## src/core/wdrt_consts.vh

```
// constants for the watchdog reset timer: offsets, fields, resets, timing
`ifndef WDRT_CONSTS_VH
`define WDRT_CONSTS_VH

// register offsets on the plain register port
`define WDRT_ADDR_CTL         8'h00
`define WDRT_ADDR_CFG         8'h01
`define WDRT_ADDR_IEN         8'h02
`define WDRT_ADDR_GIE         8'h03
`define WDRT_ADDR_TA          8'h04

// control register fields
`define WDRT_CTL_RUN          7
`define WDRT_CTL_CLR          6
`define WDRT_CTL_TF           5
`define WDRT_CTL_LPSEL        4
`define WDRT_CTL_RF           3
`define WDRT_CTL_PS_HI        2
`define WDRT_CTL_PS_LO        0

// configuration byte fields and behaviour codes
`define WDRT_CFG_BEH_HI       7
`define WDRT_CFG_BEH_LO       4
`define WDRT_BEH_GP           4'hF
`define WDRT_BEH_HALT_LP      4'h5

// interrupt enable bit positions
`define WDRT_IEN_BIT          4
`define WDRT_GIE_BIT          7

// reset values
`define WDRT_CFG_RESET        8'hFF
`define WDRT_PS_POR           3'h7

// timed access unlock keys and window
`define WDRT_TA_KEY1          8'hAA
`define WDRT_TA_KEY2          8'h55
`define WDRT_TA_OPEN_CYC      3'h4

// timing: system clock 250 MHz, slow oscillator 10 kHz
`define WDRT_CLK_PERIOD_NS    4
`define WDRT_OSC_PERIOD_NS    100000
// slow period over clock period, sized for the 16-bit divider
`define WDRT_OSC_TICK_CYC     16'h61A8
`define WDRT_INTERVAL_TICKS   64
`define WDRT_GRACE_TICKS      512
// last counts at counter width: interval 64, grace 512
`define WDRT_LAST_COUNT       6'h3F
`define WDRT_LAST_GRACE       10'h1FF

`endif

```

## src/core/wdrt_prescaler.v

```verilog
// selectable divider chain feeding the watchdog interval counter
`timescale 1ns/1ns
module wdrt_prescaler
(
    input  wire       i_clk,
    input  wire       i_reset_n,
    input  wire       i_enable,
    input  wire       i_clear,
    input  wire [2:0] i_sel,
    output wire       o_tick
);

    reg  [7:0] cnt_reg;
    reg  [7:0] cnt_next;
    reg  [7:0] limit;

    // divide factor minus one
    always @*
    begin
        case (i_sel)
            3'h0:    limit = 8'h00;
            3'h1:    limit = 8'h03;
            3'h2:    limit = 8'h07;
            3'h3:    limit = 8'h0F;
            3'h4:    limit = 8'h1F;
            3'h5:    limit = 8'h3F;
            3'h6:    limit = 8'h7F;
            default: limit = 8'hFF;
        endcase
    end

    assign o_tick = i_enable & ~i_clear & (cnt_reg >= limit);

    always @*
    begin
        cnt_next = cnt_reg;
        if (i_clear)
            cnt_next = 8'h00;
        else if (o_tick)
            cnt_next = 8'h00;
        else if (i_enable)
            cnt_next = cnt_reg + 8'h01;
    end

    always @(posedge i_clk or negedge i_reset_n)
    begin
        if (!i_reset_n)
            cnt_reg <= 8'h00;
        else
            cnt_reg <= cnt_next;
    end

endmodule

```

## src/core/wdrt_timer.v

```verilog
// watchdog reset timer / general purpose timer with timed-access control
// Summary of operation
// - config bits 7:4 equal 1111 select timer
// - 0101: reset timer, halts in low power
// - other codes: reset timer, runs in low power
// - counter clocked by divided slow oscillator
// - time-out after 64 prescaled clocks
// - prescale codes divide 1,4,8,...,256
// - time-out wakes system, interrupt when enabled
// - time-out sets flag; irq needs both enables
// - 512 oscillator clocks grace, then device reset
// - writing clear bit resets counter, self-clears
// - reset timer needs no run bit; power-on config selects timer
// - reset flag set by watchdog, kept except power-on
// - reset mode ignores run and low-power select
// - timer mode: run bit starts, keeps counting
// - clear bit reads one until clear finishes
// - timer mode: select bit decides low-power counting
// - prescale all ones at power-on, else kept
`timescale 1ns/1ns
`include "wdrt_consts.vh"
module wdrt_timer
#(
    parameter [15:0] OSC_TICK_CYC = `WDRT_OSC_TICK_CYC
)
(
    input  wire       i_clk,
    input  wire       i_reset_n,
    input  wire [7:0] i_addr,
    input  wire [7:0] i_wdata,
    input  wire       i_wr,
    input  wire       i_rd,
    input  wire       i_lowpower,
    input  wire       i_other_reset,
    output wire [7:0] o_rdata,
    output wire       o_wd_reset,
    output wire       o_wake,
    output wire       o_irq_req
);

    localparam [5:0] LAST_COUNT = `WDRT_LAST_COUNT;
    localparam [9:0] LAST_GRACE = `WDRT_LAST_GRACE;

    // slow oscillator tick generation
    reg  [15:0] osc_cnt_reg;
    reg         osc_tick_reg;

    // control register bits
    reg         run_reg;
    reg         clr_reg;
    reg         tf_reg;
    reg         lpsel_reg;
    reg         rf_reg;
    reg  [2:0]  ps_reg;
    reg         run_next;
    reg         clr_next;
    reg         tf_next;
    reg         lpsel_next;
    reg         rf_next;
    reg  [2:0]  ps_next;

    // other software registers
    reg  [7:0]  cfg_reg;
    reg         ien_reg;
    reg         gie_reg;

    // timed access
    reg         ta_stage_reg;
    reg  [2:0]  ta_open_reg;
    reg         ta_stage_next;
    reg  [2:0]  ta_open_next;

    // counting state
    reg  [5:0]  wd_cnt_reg;
    reg  [5:0]  wd_cnt_next;
    reg         grace_reg;
    reg         grace_next;
    reg  [9:0]  grace_cnt_reg;
    reg  [9:0]  grace_cnt_next;

    // output flops
    reg  [7:0]  rdata_reg;
    reg         wd_reset_reg;
    reg         wake_reg;
    reg         irq_reg;

    wire        gp_mode;
    wire        halt_lp_mode;
    wire        count_en;
    wire        pre_enable;
    wire        clear_now;
    wire        scaled_tick;
    wire        timeout_evt;
    wire        grace_done;
    wire        soft_reset;
    wire        wr_ctl;
    wire        wr_ta;
    wire        ctl_open;
    wire [7:0]  ctl_read;

    assign gp_mode      = (cfg_reg[`WDRT_CFG_BEH_HI:`WDRT_CFG_BEH_LO] == `WDRT_BEH_GP);
    assign halt_lp_mode = (cfg_reg[`WDRT_CFG_BEH_HI:`WDRT_CFG_BEH_LO] == `WDRT_BEH_HALT_LP);

    // count enable per behaviour
    assign count_en = gp_mode ? (run_reg & (~i_lowpower | lpsel_reg)) :
                      halt_lp_mode ? ~i_lowpower :
                      1'b1;

    // a pending clear completes on the next oscillator tick
    assign clear_now  = osc_tick_reg & clr_reg;
    assign pre_enable = osc_tick_reg & count_en;

    wdrt_prescaler u_prescaler
    (
        .i_clk     (i_clk),
        .i_reset_n (i_reset_n),
        .i_enable  (pre_enable),
        .i_clear   (clear_now | soft_reset),
        .i_sel     (ps_reg),
        .o_tick    (scaled_tick)
    );

    assign timeout_evt = scaled_tick & (wd_cnt_reg == LAST_COUNT);
    assign grace_done  = grace_reg & pre_enable & ~clr_reg &
                         (grace_cnt_reg == LAST_GRACE);
    assign soft_reset  = i_other_reset | wd_reset_reg;

    assign wr_ctl   = i_wr & (i_addr == `WDRT_ADDR_CTL);
    assign wr_ta    = i_wr & (i_addr == `WDRT_ADDR_TA);
    assign ctl_open = (ta_open_reg != 3'h0);

    assign ctl_read = {run_reg, clr_reg, tf_reg, lpsel_reg, rf_reg, ps_reg};

    // slow oscillator tick divider
    always @(posedge i_clk or negedge i_reset_n)
    begin
        if (!i_reset_n)
        begin
            osc_cnt_reg  <= 16'h0000;
            osc_tick_reg <= 1'b0;
        end
        else if (osc_cnt_reg >= OSC_TICK_CYC - 16'h0001)
        begin
            osc_cnt_reg  <= 16'h0000;
            osc_tick_reg <= 1'b1;
        end
        else
        begin
            osc_cnt_reg  <= osc_cnt_reg + 16'h0001;
            osc_tick_reg <= 1'b0;
        end
    end

    // timed access unlock sequence
    always @*
    begin
        ta_stage_next = ta_stage_reg;
        ta_open_next  = ta_open_reg;
        if (ctl_open)
            ta_open_next = ta_open_reg - 3'h1;
        if (wr_ctl)
            ta_open_next = 3'h0;
        if (wr_ta)
        begin
            if (ta_stage_reg && i_wdata == `WDRT_TA_KEY2)
            begin
                ta_stage_next = 1'b0;
                ta_open_next  = `WDRT_TA_OPEN_CYC;
            end
            else
                ta_stage_next = (i_wdata == `WDRT_TA_KEY1);
        end
        else if (i_wr)
            ta_stage_next = 1'b0;
    end

    // control register next values
    always @*
    begin
        run_next   = run_reg;
        clr_next   = clr_reg;
        tf_next    = tf_reg;
        lpsel_next = lpsel_reg;
        rf_next    = rf_reg;
        ps_next    = ps_reg;
        if (clear_now)
            clr_next = 1'b0;
        if (wr_ctl && ctl_open)
        begin
            run_next   = i_wdata[`WDRT_CTL_RUN];
            tf_next    = i_wdata[`WDRT_CTL_TF];
            lpsel_next = i_wdata[`WDRT_CTL_LPSEL];
            rf_next    = i_wdata[`WDRT_CTL_RF];
            ps_next    = i_wdata[`WDRT_CTL_PS_HI:`WDRT_CTL_PS_LO];
            if (i_wdata[`WDRT_CTL_CLR])
                clr_next = 1'b1;
        end
        // hardware set wins over software clear
        if (timeout_evt)
            tf_next = 1'b1;
        if (soft_reset)
        begin
            run_next   = 1'b0;
            clr_next   = 1'b0;
            tf_next    = 1'b0;
            lpsel_next = 1'b0;
            if (wd_reset_reg)
                rf_next = 1'b1;
            ps_next    = ps_reg;
        end
    end

    // interval and grace counters
    always @*
    begin
        wd_cnt_next    = wd_cnt_reg;
        grace_next     = grace_reg;
        grace_cnt_next = grace_cnt_reg;
        if (scaled_tick)
            wd_cnt_next = wd_cnt_reg + 6'h01;
        if (timeout_evt && !gp_mode && !grace_reg)
        begin
            grace_next     = 1'b1;
            grace_cnt_next = 10'h000;
        end
        else if (grace_reg && pre_enable)
            grace_cnt_next = grace_cnt_reg + 10'h001;
        if (gp_mode)
            grace_next = 1'b0;
        if (clear_now)
        begin
            wd_cnt_next    = 6'h00;
            grace_next     = 1'b0;
            grace_cnt_next = 10'h000;
        end
        if (soft_reset || grace_done)
        begin
            wd_cnt_next    = 6'h00;
            grace_next     = 1'b0;
            grace_cnt_next = 10'h000;
        end
    end

    // sequential state
    always @(posedge i_clk or negedge i_reset_n)
    begin
        if (!i_reset_n)
        begin
            run_reg       <= 1'b0;
            clr_reg       <= 1'b0;
            tf_reg        <= 1'b0;
            lpsel_reg     <= 1'b0;
            rf_reg        <= 1'b0;
            ps_reg        <= `WDRT_PS_POR;
            ta_stage_reg  <= 1'b0;
            ta_open_reg   <= 3'h0;
            wd_cnt_reg    <= 6'h00;
            grace_reg     <= 1'b0;
            grace_cnt_reg <= 10'h000;
        end
        else
        begin
            run_reg       <= run_next;
            clr_reg       <= clr_next;
            tf_reg        <= tf_next;
            lpsel_reg     <= lpsel_next;
            rf_reg        <= rf_next;
            ps_reg        <= ps_next;
            ta_stage_reg  <= soft_reset ? 1'b0 : ta_stage_next;
            ta_open_reg   <= soft_reset ? 3'h0 : ta_open_next;
            wd_cnt_reg    <= wd_cnt_next;
            grace_reg     <= grace_next;
            grace_cnt_reg <= grace_cnt_next;
        end
    end

    // configuration byte and interrupt enables
    always @(posedge i_clk or negedge i_reset_n)
    begin
        if (!i_reset_n)
        begin
            cfg_reg <= `WDRT_CFG_RESET;
            ien_reg <= 1'b0;
            gie_reg <= 1'b0;
        end
        else if (soft_reset)
        begin
            ien_reg <= 1'b0;
            gie_reg <= 1'b0;
        end
        else if (i_wr)
        begin
            if (i_addr == `WDRT_ADDR_CFG)
                cfg_reg <= i_wdata;
            if (i_addr == `WDRT_ADDR_IEN)
                ien_reg <= i_wdata[`WDRT_IEN_BIT];
            if (i_addr == `WDRT_ADDR_GIE)
                gie_reg <= i_wdata[`WDRT_GIE_BIT];
        end
    end

    // read data, one cycle after the read strobe
    always @(posedge i_clk or negedge i_reset_n)
    begin
        if (!i_reset_n)
            rdata_reg <= 8'h00;
        else if (i_rd)
        begin
            case (i_addr)
                `WDRT_ADDR_CTL: rdata_reg <= ctl_read;
                `WDRT_ADDR_CFG: rdata_reg <= cfg_reg;
                `WDRT_ADDR_IEN: rdata_reg <= {3'h0, ien_reg, 4'h0};
                `WDRT_ADDR_GIE: rdata_reg <= {gie_reg, 7'h00};
                `WDRT_ADDR_TA:  rdata_reg <= 8'h00;
                default:        rdata_reg <= 8'h00;
            endcase
        end
        else
            rdata_reg <= 8'h00;
    end

    // event outputs
    always @(posedge i_clk or negedge i_reset_n)
    begin
        if (!i_reset_n)
        begin
            wd_reset_reg <= 1'b0;
            wake_reg     <= 1'b0;
            irq_reg      <= 1'b0;
        end
        else
        begin
            wd_reset_reg <= grace_done & ~soft_reset;
            wake_reg     <= timeout_evt;
            irq_reg      <= tf_next & ien_reg & gie_reg & ~soft_reset;
        end
    end

    assign o_rdata    = rdata_reg;
    assign o_wd_reset = wd_reset_reg;
    assign o_wake     = wake_reg;
    assign o_irq_req  = irq_reg;

endmodule

```

## config.mk

```make
export PLATFORM = sky130hd
export DESIGN_NAME = wdrt_timer
export DESIGN_NICKNAME = d
export VERILOG_FILES = /design/src/core/wdrt_prescaler.v /design/src/core/wdrt_timer.v
export VERILOG_INCLUDE_DIRS = /design/src /design/src/core
export SDC_FILE = /design/constraint.sdc
export NUM_CORES = 1
export LEC_CHECK = 0
export ABC_AREA = 1
export BUFFER_PORTS_ARGS = -buffer_cell sky130_fd_sc_hd__buf_2
export CORE_ASPECT_RATIO = 1.4
export CORE_MARGIN = 5
export CORE_UTILIZATION = 40
export CTS_CLUSTER_SIZE = 24
export DETAILED_ROUTE_END_ITERATION = 10
export PLACE_DENSITY = 0.68
export RECOVER_POWER = 100
export SYNTH_ARGS = -nofsm -noshare
export SYNTH_HDL_FRONTEND = slang
export SYNTH_HIERARCHICAL = 1
export SYNTH_SLANG_ARGS = --single-unit
```

## constraint.sdc

```tcl
create_clock -name i_clk -period 7 [get_ports i_clk]
set_input_delay 0.35 -clock i_clk [delete_from_list [all_inputs] [get_ports i_clk]]
set_output_delay 0.35 -clock i_clk [all_outputs]
set_load 0.05 [all_outputs]
```

==> results_dict.tcl <==
set metrics [dict create \
    status "finished with violations" \
    violations "capacitance limit, slew limit" \
    slew_viol_final 76 \
    hold_buffers 0 \
    worstHoldStart "i_rd" \
    cp.required_ns 7.27 \
    finalSetupViolCount 0 \
    netlist_area_mm2 0.00438 \
    root_buffer "clkbuf_16" \
    io_buffers 32 \
    hold_viol_final 0 \
    cts_sinks 75 \
    rsz0062_at_grt "false" \
    p_leak_nw 2.35 \
    fp.dieW_um 98.5 \
    num_rows 45 \
    avgViaCountPerCell 5.04 \
    max-vdd-ir-drop_mv 0.0923 \
    clk_path_buf_depth 2 \
    synth_top_flop_cell "dfrtp_1" \
    synth_edf_count 0 \
    crit_arrival_ns 4.26 \
    worst_pin_slew_ns 4.02 \
    grt_pass1_wl_um 16800 \
    drt_first_iter_violations 229 \
    power.density_mw_per_mm2 199 \
    synth_common_cells "nand2_1, nor2_1, dfrtp_1" \
    relSlewSlack -1.68 \
    ant_nets 0 \
    wl_um 9570 \
    syn_nets 604 \
    dpl_cell_area_mm2 0.00466 \
    post_cts_resize_count 0 \
    finClkSkew_ns 0.00713 \
    cts_buffers 9 \
    synth_area_leaders "dfrtp_1, nand2_1, nand3_1" \
    io_pins 33 \
    worstSetupStartpoint "o_wd_reset" \
    endpoint "grace_cnt_reg[4]" \
    period_share 0.571 \
    antenna_found_initial 0 \
    ys_warn_count 6 \
    worstSetupStartpointType "flop" \
    grt_max_degree 76 \
    crit_fanout 21 \
    n_antenna_cell 0 \
    tns_ns 0 \
    dr.pass1.iters 4 \
    r2r_setup_slack_ns 3.00 \
    synth_seq_cells 75 \
    drc_errors 0 \
    synth.most_common_cell "nand2_1" \
    hp-class "input port to flop" \
    cts_tree "yes" \
    yosysSeqAreaShare 0.431 \
    die_height_um 134 \
    r2r_end "grace_cnt_reg[4]" \
    reg2reg_depth 10 \
    finalCriticalPeriod_ns 4.00 \
    place_congestion 0.860 \
    fmax_mhz 250 \
    largest_reg_flops 16 \
    vias 3767 \
    async_flop_share 1.00 \
    wl_per_cell_um 12.8 \
    dieArea_mm2 0.0132 \
    layout-drive-gt1-share 0.111 \
    avgSynthCellArea_um2 7.72 \
    synth.distinct_cells 39 \
    clk_pin_slew_ns 0.06 \
    finalNetCount 637 \
    synth_top_area_frac 0.365 \
    cap_violations 1 \
    worstSetupPathType "flop to flop" \
    final_cell_area_mm2 0.00488 \
    synth_top_cell_by_area "dfrtp_1" \
    fillers 1102 \
    crit-reg2reg-launch "o_wd_reset" \
    start_util 0.405 \
    clk_latency_ns 0.33 \
    hpwl_um 6980 \
    syn_inst 568 \
    grt_overflow 0 \
    syn_to_final_growth_pct 11.4 \
    post_cts_buffers 0 \
    grt_usage 0.153 \
    end_kind "flop" \
    htreeDepth 3 \
    coreArea_mm2 0.0108 \
    grt_pass1_vias 3718 \
]
==> critical path, cell delays in order, from the launching register on <==
cell      delay (ns)
dfrtp_1         0.42
nor2_1          0.64
nand2_1         0.27
nor2_1          0.51
a21boi_0        0.59
nand3_1         0.15
nor2_1          0.21
nand2_1         0.43
nand3_1         0.50
nand3_1         0.13
nand2_1         0.07
==> cell type report <==
type	instances	area [µm²]	share of cell area
multi-input cells	418	2110	0.432
flip-flops and latches	75	1890	0.387
clock buffers	12	267	0.0546
inverters	65	245	0.0502
well taps	141	176	0.0361
repair buffers	32	145	0.0297
clock inverters	4	47.5	0.00974
==> layer usage <==
layer | track usage | vias up | share of wire
li1 | - | 1913 | -
met1 | 0.190 | 1784 | 0.44
met2 | 0.266 | 60 | 0.51
met3 | 0.0338 | 10 | 0.035
met4 | 0.0471 | 0 | 0.013
met5 | 0 | - | 0
==> power by group <==
| part | internal [W] | switching, W | leakage [nW] |
|---|---|---|---|
| logic | 0.0000142 | 0.0000356 | 1.20 |
| clock network | 0.000304 | 0.000173 | 0.155 |
| registers | 0.000441 | 0.00000565 | 0.998 |
| total | 0.000759 | 0.000214 | 2.35 |
==> metrics by stage <==
stage	std cells	hold WS (ns)	util	total power (W)	worst slack, ns
after floorplan	568	0.0544	-	0.000483	4.33
after global placement	731	0.448	0.431	0.000506	3.80
after global routing	747	0.247	0.452	0.00101	2.40
final	747	0.245	0.452	0.000973	3.00
after CTS	747	0.204	0.460	0.000986	3.68
after detailed placement	731	0.460	0.431	0.000508	3.70
==> worst min-delay path by stage <==
stage	end	slack, ns	cells past startpoint
after floorplan	clr_reg	0.05	0
after global placement	osc_cnt_reg[0]	0.45	1
after detailed placement	osc_cnt_reg[0]	0.46	1
after CTS	osc_cnt_reg[6]	0.20	1
after global routing	o_rdata[7]	0.25	3
final	o_rdata[7]	0.24	3
==> kinds of logic after synthesis <==
family	synth area share
compound gates	0.0619
xor+xnor	0.0320
fa+ha+maj	0.0400
buf+inv	0.0714
flops	0.431
other cells	0.000856
simple gates	0.363
==> cell usage in the layout (no fill, tap or decap), types with 11 or more instances in the layout <==
cell type	count
ha_1	14
nor2_1	78
nand2_1	146
dfstp_2	11
nand3_1	62
buf_2	20
clkbuf_1	12
xor2_1	12
nand4_1	25
dfrtp_1	64
a21oi_1	15
inv_1	63
o21ai_0	21
Note: power is estimated with default switching activity, not from simulation.
